`config.mk`:
```
export PLATFORM = sky130hd
export DESIGN_NAME = ssfp_top
export DESIGN_NICKNAME = d
export VERILOG_FILES = /design/src/ssfp_pkg.sv /design/src/ssfp_top.sv
export SDC_FILE = /design/constraint.sdc
export NUM_CORES = 1
export LEC_CHECK = 0
export BUFFER_PORTS_ARGS = -buffer_cell sky130_fd_sc_hd__buf_2
export CORE_MARGIN = 5
export CORE_UTILIZATION = 62
export CTS_CLUSTER_SIZE = 20
export DETAILED_ROUTE_END_ITERATION = 16
export PLACE_DENSITY = 0.9
export SLEW_MARGIN = 20
export SYNTH_ARGS = -nofsm -noshare
export SYNTH_HDL_FRONTEND = slang
export SYNTH_SLANG_ARGS = --single-unit
```
`constraint.sdc`:
```
create_clock -name pclk -period 10.2 [get_ports pclk]
set_clock_uncertainty 0.05 [all_clocks]
set_input_delay 0 -clock pclk [delete_from_list [all_inputs] [get_ports pclk]]
set_output_delay 0 -clock pclk [all_outputs]
set_load 0.03 [all_outputs]
```
`src/ssfp_pkg.sv`:
```
// shared constants and types of the serial frame sequencer
package ssfp_pkg;
  localparam int unsigned CLK_FREQ_HZ  = 25_000_000;
  localparam int unsigned SCLK_FREQ_HZ = 3_125_000;
  localparam int unsigned HALF_CYCLES  = CLK_FREQ_HZ / (2 * SCLK_FREQ_HZ);
  localparam logic [2:0]  HALF_CNT_MAX = 3'(HALF_CYCLES - 1);

  localparam int unsigned ADDR_W = 12;
  localparam int unsigned DATA_W = 32;

  localparam logic [11:0] REG_CTRL   = 12'h000;
  localparam logic [11:0] REG_STATUS = 12'h004;
  localparam logic [11:0] REG_TXDATA = 12'h008;
  localparam logic [11:0] REG_RXDATA = 12'h00C;

  localparam int unsigned CTRL_EN_BIT     = 0;
  localparam int unsigned CTRL_MASTER_BIT = 1;
  localparam int unsigned CTRL_POL_BIT    = 2;
  localparam int unsigned CTRL_PHA_BIT    = 3;
  localparam int unsigned CTRL_SIZE_LSB   = 4;
  localparam int unsigned CTRL_SIZE_MSB   = 7;
  localparam logic [7:0]  CTRL_RESET      = 8'h00;

  localparam int unsigned STAT_BUSY_BIT   = 0;
  localparam int unsigned STAT_TXFULL_BIT = 1;
  localparam int unsigned STAT_RXVAL_BIT  = 2;

  localparam logic [3:0]  MIN_SIZE_CODE = 4'h3;
  localparam logic [3:0]  MAX_SIZE_CODE = 4'hF;
  localparam logic [1:0]  TAIL_PH0      = 2'h1;
  localparam logic [1:0]  TAIL_PH1      = 2'h2;

  typedef enum logic [1:0] {
    ST_IDLE  = 2'b00,
    ST_START = 2'b01,
    ST_SHIFT = 2'b11,
    ST_TAIL  = 2'b10
  } ssfp_state_type;
endpackage

```
`src/ssfp_top.sv`:
```
// serial frame sequencer for the four polarity and phase settings, master or slave
//
// The address map and the APB slave port were left to the implementer.
`timescale 1ns/1ps
module ssfp_top (
  input  wire logic                        pclk,
  input  wire logic                        presetn,
  input  wire logic                        psel,
  input  wire logic                        penable,
  input  wire logic                        pwrite,
  input  wire logic [ssfp_pkg::ADDR_W-1:0] paddr,
  input  wire logic [ssfp_pkg::DATA_W-1:0] pwdata,
  output logic      [ssfp_pkg::DATA_W-1:0] prdata,
  output logic                             pready,
  output logic                             pslverr,
  input  wire logic                        serial_clock_in,
  output logic                             serial_clock_out,
  output logic                             serial_clock_oe,
  input  wire logic                        frame_select_in,
  output logic                             frame_select_out,
  output logic                             frame_select_oe,
  input  wire logic                        serial_in_pin,
  output logic                             serial_out_pin,
  output logic                             serial_out_oe
);
  import ssfp_pkg::*;

  function automatic logic [3:0] size_code(input logic [3:0] c);
    return (c < MIN_SIZE_CODE) ? MIN_SIZE_CODE : c;
  endfunction

  function automatic logic [15:0] size_mask(input logic [3:0] b);
    return 16'hFFFF >> (MAX_SIZE_CODE - b);
  endfunction

  function automatic logic reg_mapped(input logic [11:0] a);
    return (a == REG_CTRL) || (a == REG_STATUS) || (a == REG_TXDATA) || (a == REG_RXDATA);
  endfunction

  logic [7:0]     ctrl_q;
  logic [15:0]    tx_data_q;
  logic           tx_valid_q;
  logic [15:0]    rx_data_q;
  logic           rx_valid_q;
  logic [15:0]    tx_shift_q;
  logic [15:0]    rx_shift_q;
  logic [31:0]    prdata_q;
  logic           pready_q;
  logic           pslverr_q;
  ssfp_state_type st_q;
  logic [2:0]     div_q;
  logic [5:0]     edge_q;
  logic [1:0]     tail_q;
  logic           sclk_q;
  logic           fss_q;
  logic           drive_q;
  logic           sclk_oe_q;
  logic           fss_oe_q;
  logic           out_q;
  logic           out_oe_q;
  logic           sclk_m1_q;
  logic           sclk_s_q;
  logic           fss_m1_q;
  logic           fss_s_q;
  logic           rx_m1_q;
  logic           rx_s_q;
  logic           sclk_prev_q;
  logic           fss_prev_q;
  logic [3:0]     s_cnt_q;
  logic           first_q;

  logic           en;
  logic           master;
  logic           pol;
  logic           pha;
  logic [3:0]     bits_m1;
  logic [5:0]     last_edge;
  logic [5:0]     last_samp;
  logic [5:0]     e;
  logic           tick;
  logic           start_ok;
  logic           in_shift;
  logic           m_load;
  logic           m_shift;
  logic           m_sample;
  logic           m_done;
  logic           s_active;
  logic           s_lead;
  logic           s_trail;
  logic           s_load;
  logic           s_shift;
  logic           s_sample;
  logic           s_done;
  logic           load;
  logic           shift;
  logic           sample;
  logic           done;
  logic           busy;
  logic           apb_setup;
  logic           apb_access;
  logic           wr_en;
  logic           rd_en;
  logic [31:0]    rd_value;

  assign en        = ctrl_q[CTRL_EN_BIT];
  assign master    = ctrl_q[CTRL_MASTER_BIT];
  assign pol       = ctrl_q[CTRL_POL_BIT];
  assign pha       = ctrl_q[CTRL_PHA_BIT];
  assign bits_m1   = size_code(ctrl_q[CTRL_SIZE_MSB:CTRL_SIZE_LSB]);
  assign last_edge = {1'b0, bits_m1, 1'b0} + 6'h02;
  assign last_samp = pha ? last_edge : last_edge - 6'h01;
  assign e         = edge_q + 6'h01;
  assign tick      = (div_q == HALF_CNT_MAX);
  assign start_ok  = en & master & tx_valid_q;
  assign in_shift  = (st_q == ST_SHIFT) & tick & en & master;

  // odd edges sample in phase zero, even edges in phase one
  assign m_sample = in_shift & (pha ? ~e[0] : e[0]);
  assign m_done   = m_sample & (e == last_samp);
  assign m_shift  = in_shift & (pha ? (e[0] & (e != 6'h01)) : (~e[0] & (e != last_edge)));
  assign m_load   = ((st_q == ST_IDLE) & tick & start_ok)
                  | (in_shift & pha & (e == last_edge) & start_ok);

  // slave edges come from the synchronised pin copies only
  assign s_active = en & ~master & ~fss_s_q;
  assign s_lead   = (sclk_s_q != pol) & (sclk_prev_q == pol);
  assign s_trail  = (sclk_s_q == pol) & (sclk_prev_q != pol);
  assign s_sample = s_active & (pha ? s_trail : s_lead);
  assign s_done   = s_sample & (s_cnt_q == bits_m1);
  assign s_shift  = s_active & (pha ? (s_lead & ~first_q) : s_trail);
  assign s_load   = (s_active & fss_prev_q) | (s_done & pha);

  assign load   = master ? m_load : s_load;
  assign shift  = master ? m_shift : s_shift;
  assign sample = master ? m_sample : s_sample;
  assign done   = master ? m_done : s_done;
  assign busy   = master ? (st_q != ST_IDLE) : s_active;

  // apb: one wait-free access phase, data registered during setup
  assign apb_setup  = psel & ~penable;
  assign apb_access = psel & penable & pready_q;
  assign wr_en      = apb_access & pwrite & ~pslverr_q;
  assign rd_en      = apb_access & ~pwrite & ~pslverr_q;

  always_comb begin
    rd_value = 32'h0000_0000;
    case (paddr)
      REG_CTRL:   rd_value = {24'h00_0000, ctrl_q};
      REG_STATUS: rd_value = {29'h0000_0000, rx_valid_q, tx_valid_q, busy};
      REG_TXDATA: rd_value = {16'h0000, tx_data_q};
      REG_RXDATA: rd_value = {16'h0000, rx_data_q};
      default:    rd_value = 32'h0000_0000;
    endcase
  end

  always_ff @(posedge pclk or negedge presetn) begin
    if (!presetn) begin
      pready_q  <= 1'b0;
      pslverr_q <= 1'b0;
      prdata_q  <= 32'h0000_0000;
    end else begin
      pready_q  <= apb_setup;
      pslverr_q <= apb_setup & ~reg_mapped(paddr);
      if (apb_setup) begin
        prdata_q <= rd_value;
      end
    end
  end

  // configuration must only be changed while disabled
  always_ff @(posedge pclk or negedge presetn) begin
    if (!presetn) begin
      ctrl_q <= CTRL_RESET;
    end else if (wr_en && paddr == REG_CTRL) begin
      ctrl_q <= pwdata[7:0];
    end
  end

  // a write landing with a load refills the holding word, so the set wins
  always_ff @(posedge pclk or negedge presetn) begin
    if (!presetn) begin
      tx_data_q  <= 16'h0000;
      tx_valid_q <= 1'b0;
    end else if (wr_en && paddr == REG_TXDATA) begin
      tx_data_q  <= pwdata[15:0];
      tx_valid_q <= 1'b1;
    end else if (load) begin
      tx_valid_q <= 1'b0;
    end
  end

  always_ff @(posedge pclk or negedge presetn) begin
    if (!presetn) begin
      rx_data_q  <= 16'h0000;
      rx_valid_q <= 1'b0;
    end else if (done) begin
      rx_data_q  <= {rx_shift_q[14:0], rx_s_q} & size_mask(bits_m1);
      rx_valid_q <= 1'b1;
    end else if (rd_en && paddr == REG_RXDATA) begin
      rx_valid_q <= 1'b0;
    end
  end

  // words are left aligned so the outgoing bit is always bit 15
  always_ff @(posedge pclk or negedge presetn) begin
    if (!presetn) begin
      tx_shift_q <= 16'h0000;
      rx_shift_q <= 16'h0000;
    end else begin
      if (load) begin
        tx_shift_q <= tx_valid_q ? 16'(tx_data_q << (MAX_SIZE_CODE - bits_m1)) : 16'h0000;
      end else if (shift) begin
        tx_shift_q <= {tx_shift_q[14:0], 1'b0};
      end
      if (sample) begin
        rx_shift_q <= {rx_shift_q[14:0], rx_s_q};
      end
    end
  end

  always_ff @(posedge pclk or negedge presetn) begin
    if (!presetn) begin
      sclk_m1_q <= 1'b0;
      sclk_s_q  <= 1'b0;
      fss_m1_q  <= 1'b1;
      fss_s_q   <= 1'b1;
      rx_m1_q   <= 1'b0;
      rx_s_q    <= 1'b0;
    end else begin
      sclk_m1_q <= serial_clock_in;
      sclk_s_q  <= sclk_m1_q;
      fss_m1_q  <= frame_select_in;
      fss_s_q   <= fss_m1_q;
      rx_m1_q   <= serial_in_pin;
      rx_s_q    <= rx_m1_q;
    end
  end

  // free running half period divider; a frame start waits for the next tick
  always_ff @(posedge pclk or negedge presetn) begin
    if (!presetn) begin
      div_q <= 3'h0;
    end else begin
      div_q <= tick ? 3'h0 : div_q + 3'h1;
    end
  end

  always_ff @(posedge pclk or negedge presetn) begin
    if (!presetn) begin
      st_q    <= ST_IDLE;
      edge_q  <= 6'h00;
      tail_q  <= 2'h0;
      sclk_q  <= 1'b0;
      fss_q   <= 1'b1;
      drive_q <= 1'b0;
    end else if (!en || !master) begin
      st_q    <= ST_IDLE;
      sclk_q  <= pol;
      fss_q   <= 1'b1;
      drive_q <= 1'b0;
    end else begin
      case (st_q)
        ST_IDLE: begin
          sclk_q  <= pol;
          fss_q   <= 1'b1;
          drive_q <= 1'b0;
          edge_q  <= 6'h00;
          if (tick && start_ok) begin
            fss_q <= 1'b0;
            st_q  <= pha ? ST_SHIFT : ST_START;
          end
        end
        ST_START: begin
          if (tick) begin
            drive_q <= 1'b1;
            st_q    <= ST_SHIFT;
          end
        end
        ST_SHIFT: begin
          if (tick) begin
            sclk_q <= ~sclk_q;
            edge_q <= e;
            if (pha && e == 6'h01) begin
              drive_q <= 1'b1;
            end
            if (e == last_edge) begin
              if (m_load) begin
                edge_q <= 6'h00;
              end else begin
                st_q   <= ST_TAIL;
                tail_q <= pha ? TAIL_PH1 : TAIL_PH0;
              end
            end
          end
        end
        ST_TAIL: begin
          if (tick) begin
            if (tail_q == 2'h1) begin
              fss_q   <= 1'b1;
              drive_q <= 1'b0;
              st_q    <= ST_IDLE;
            end else begin
              tail_q <= tail_q - 2'h1;
            end
          end
        end
        default: begin
          st_q  <= ST_IDLE;
          fss_q <= 1'b1;
        end
      endcase
    end
  end

  always_ff @(posedge pclk or negedge presetn) begin
    if (!presetn) begin
      sclk_prev_q <= 1'b0;
      fss_prev_q  <= 1'b1;
      s_cnt_q     <= 4'h0;
      first_q     <= 1'b1;
    end else begin
      sclk_prev_q <= sclk_s_q;
      fss_prev_q  <= fss_s_q;
      if (!s_active || s_load) begin
        s_cnt_q <= 4'h0;
        first_q <= 1'b1;
      end else begin
        if (s_sample) begin
          s_cnt_q <= s_cnt_q + 4'h1;
        end
        if (pha && s_lead) begin
          first_q <= 1'b0;
        end
      end
    end
  end

  always_ff @(posedge pclk or negedge presetn) begin
    if (!presetn) begin
      sclk_oe_q <= 1'b0;
      fss_oe_q  <= 1'b0;
      out_q     <= 1'b0;
      out_oe_q  <= 1'b0;
    end else begin
      sclk_oe_q <= master;
      fss_oe_q  <= master;
      out_q     <= ((master & drive_q) | s_active) ? tx_shift_q[15] : 1'b0;
      out_oe_q  <= master ? ~fss_q : s_active;
    end
  end

  assign prdata           = prdata_q;
  assign pready           = pready_q;
  assign pslverr          = pslverr_q;
  assign serial_clock_out = sclk_q;
  assign serial_clock_oe  = sclk_oe_q;
  assign frame_select_out = fss_q;
  assign frame_select_oe  = fss_oe_q;
  assign serial_out_pin   = out_q;
  assign serial_out_oe    = out_oe_q;
endmodule

```
==> impl_metrics.ini <==
[run_status]
status = finished clean

[detailed_routing]
drcViolationCount = 0
via_per_inst = 6.57
vias = 5753
wl_per_cell_um = 21.9
routed_wl_um = 19200
firstDrtPassIters = 6
first_iter_violations = 742
ant_nets = 0

[logic_synthesis]
syn_area_per_cell_um2 = 10.5
synthArstFlopShare_pct = 100
yosysTopAreaCell = dfrtp_1
synth_commonest_cells = dfrtp_1, mux2i_1, nand2_1
seq_area_frac_synth_pct = 45.2
yosysMostFrequentCell = dfrtp_1
synth_top_cells_by_area = dfrtp_1, mux2i_1, mux2_2
synth_edf_count = 0
netlist_area_um2 = 6830
ys_warn_count = 0
synth_seq_cells = 123
synth_cell_types = 71
syn-instance-count = 650
synth_top_area_share_pct = 43.3
synthFlopType = dfrtp_1

[die]
dieArea_um2 = 13200
rows = 38
fp.dieH_um = 115
die_x_um = 115
io_pins = 92
start_util_pct = 63.2
fp.coreArea_um2 = 10800

[worst_setup_path]
critPathArrivalTime_ns = 4.84
end_kind = flip-flop
rrSetupSlack_ns = 5.70
worst_setup_path_start_kind = flip-flop
worstPathRequired_ns = 10.55
r2r_cells = 11
r2r_start = ctrl_q[6]$_DFFE_PN0P_
critPathKind = reg2reg
reg2reg_to = tx_shift_q[10]$_DFFE_PN0P_
crit_fanout = 26

[clock_tree]
hold_buffers = 28
path_clk_slew_ns = 0.06
ctsHtreeMaxLevel = 4
numCtsBuffers = 17
clock_latency_ns = 0.55
clockBufferDepth = 2
root_buffer = clkbuf_8
cts_sinks = 123
cts_setup_buffers = 0
cts_resized = 0
cts_tree = done

[power_and_ir_drop]
p_total_uw = 1180
power_density_nw_per_um2 = 147
power.leakage_uw = 0.00373
ir_drop_mv = 0.155

[timing]
tightestPinTransition_ns = 1.18
fin_hold_ws_ns = 0.0478
slew_headroom_pct = 20.9
timing.fmax_ghz = 0.222
rsz0062_at_grt = no
min_period_ns = 4.50
finalSetupTns_ns = 0
finalCritPeriodShare_pct = 44.1
worst_slack_ns = 5.70
final_hold_viol_count = 0
final-max-slew-violation-count = 0
setup_viol_count_final = 0

[grt]
grt_max_degree = 79
grt_pass1_vias = 5983
globalRouteMet3Util_pct = 8.32
grt_antenna_before_repair = 0
top_usage_layer = met2
grt_pass1_wl_um = 31300
overflow = 0
grt_use_total_pct = 30.8
grt_util_met1_pct = 36.1
met2_usage_pct = 51.1

[cells_and_area]
drive_gt1_share_pct = 22.3
antenna_cells = 0
finalNetCount = 789
finish.utilization_pct = 74.1
syn2layout_area_growth_pct = 17.2

[placed_design]
gp_congestion = 0.874
pre_cts_ws_ns = 5.82
port_buffers = 59
dp_hpwl_um = 11500

[worst_hold_path]
hp-class = in2reg
hold_start = psel
holdPathStages = 3
holdPathEnd = pready$_DFF_PN0_

[job]
maxCapViolCount = 0
## power breakdown
group          internal [uW]  switching [uW]
clock network            405             235
registers                491            1.13
logic                   14.9            29.6
total                    911             266
## layer usage
layer | routed length [um] | part of all wire, % | vias to the layer above
met5 | 0 | 0 | -
met2 | 9500 | 49 | 400
met4 | 1160 | 6.0 | 0
met1 | 6920 | 36 | 2782
met3 | 1650 | 8.6 | 133
li1 | - | - | 2438
## worst max-delay path: stages (launching register included)
cell and delay [ns]:
dfrtp_1 0.39, buf_4 0.25, o21bai_4 0.64, ha_1 0.38, ha_1 0.32, xor2_1 0.18
nor3_1 0.23, o211ai_2 0.15, or3_4 0.44, a211oi_4 0.86, mux2i_1 0.31, o22ai_1 0.12
## per-stage QoR
step	cell area, um^2	instances
after detailed placement	7100	816
final	8000	876
after global routing	8000	876
after floorplan	6880	665
after global placement	7100	816
after CTS	8000	876
## registers in the layout (all words and copies together) (netlist names), 2 cells and up
register	flops
prdata	16
rx_data_q	16
tx_data_q	16
tx_shift_q	16
rx_shift_q	15
ctrl_q	8
edge_q	6
s_cnt_q	4
div_q	3
st_q	2
tail_q	2
## layout by cell type, fill, tap and decap left out, types with 5 or more instances in the layout
master         count
a31oi_1            5
ha_1              14
dfrtp_1          118
o21ai_0           34
conb_1            16
nand3_1           12
xor2_1             8
clkbuf_16         16
a21oi_1           18
o22ai_1            6
o21ai_1            7
clkinv_4           5
a221oi_1           8
mux2i_1           62
dfstp_2            5
a22oi_1           12
nor2_1            34
xnor2_1           12
inv_1             25
nand2b_1           5
mux2_2            40
dlygate4sd3_1     27
nand2_1           62
nor3_1             7
mux2_1             7
buf_2             59
buf_4              8
o31ai_1            6
nor2b_1            8
## how the worst max path moves through the flow
stage | to | from | slack (ns)
2_1_floorplan | tx_shift_q[10]$_DFFE_PN0P_ | ctrl_q[7]$_DFFE_PN0P_ | 6.32
3_3_place_gp | tx_shift_q[3]$_DFFE_PN0P_ | ctrl_q[6]$_DFFE_PN0P_ | 5.99
3_5_place_dp | tx_shift_q[10]$_DFFE_PN0P_ | ctrl_q[6]$_DFFE_PN0P_ | 5.82
4_1_cts | tx_shift_q[10]$_DFFE_PN0P_ | ctrl_q[6]$_DFFE_PN0P_ | 5.76
5_1_grt | tx_shift_q[10]$_DFFE_PN0P_ | ctrl_q[6]$_DFFE_PN0P_ | 5.46
6_report | tx_shift_q[10]$_DFFE_PN0P_ | ctrl_q[6]$_DFFE_PN0P_ | 5.70
## kinds of logic (layout without fill, tap and decap cells)
group	Yosys count	count (layout)	synth area share, %
xor gates and xnor gates	23	23	3.37
DFF	123	123	45.2
buffers and inverters	81	152	5.99
other	1	16	0.0549
adders and majority gates	14	14	2.57
and+or+nand+nor	164	164	11.8
AOI/OAI and AO/OA	133	133	13.5
muxes	111	111	17.5
## area by class of cell
cell class,count,area (um^2)
repair buffers,94,626
multi-input cells,461,3390
well taps,140,175
fillers,622,2800
clock buffers,19,432
clock inverters,13,193
inverters,26,97.6
flip-flops and latches,123,3080
No activity file was read; power rests on OpenSTA's default activity.
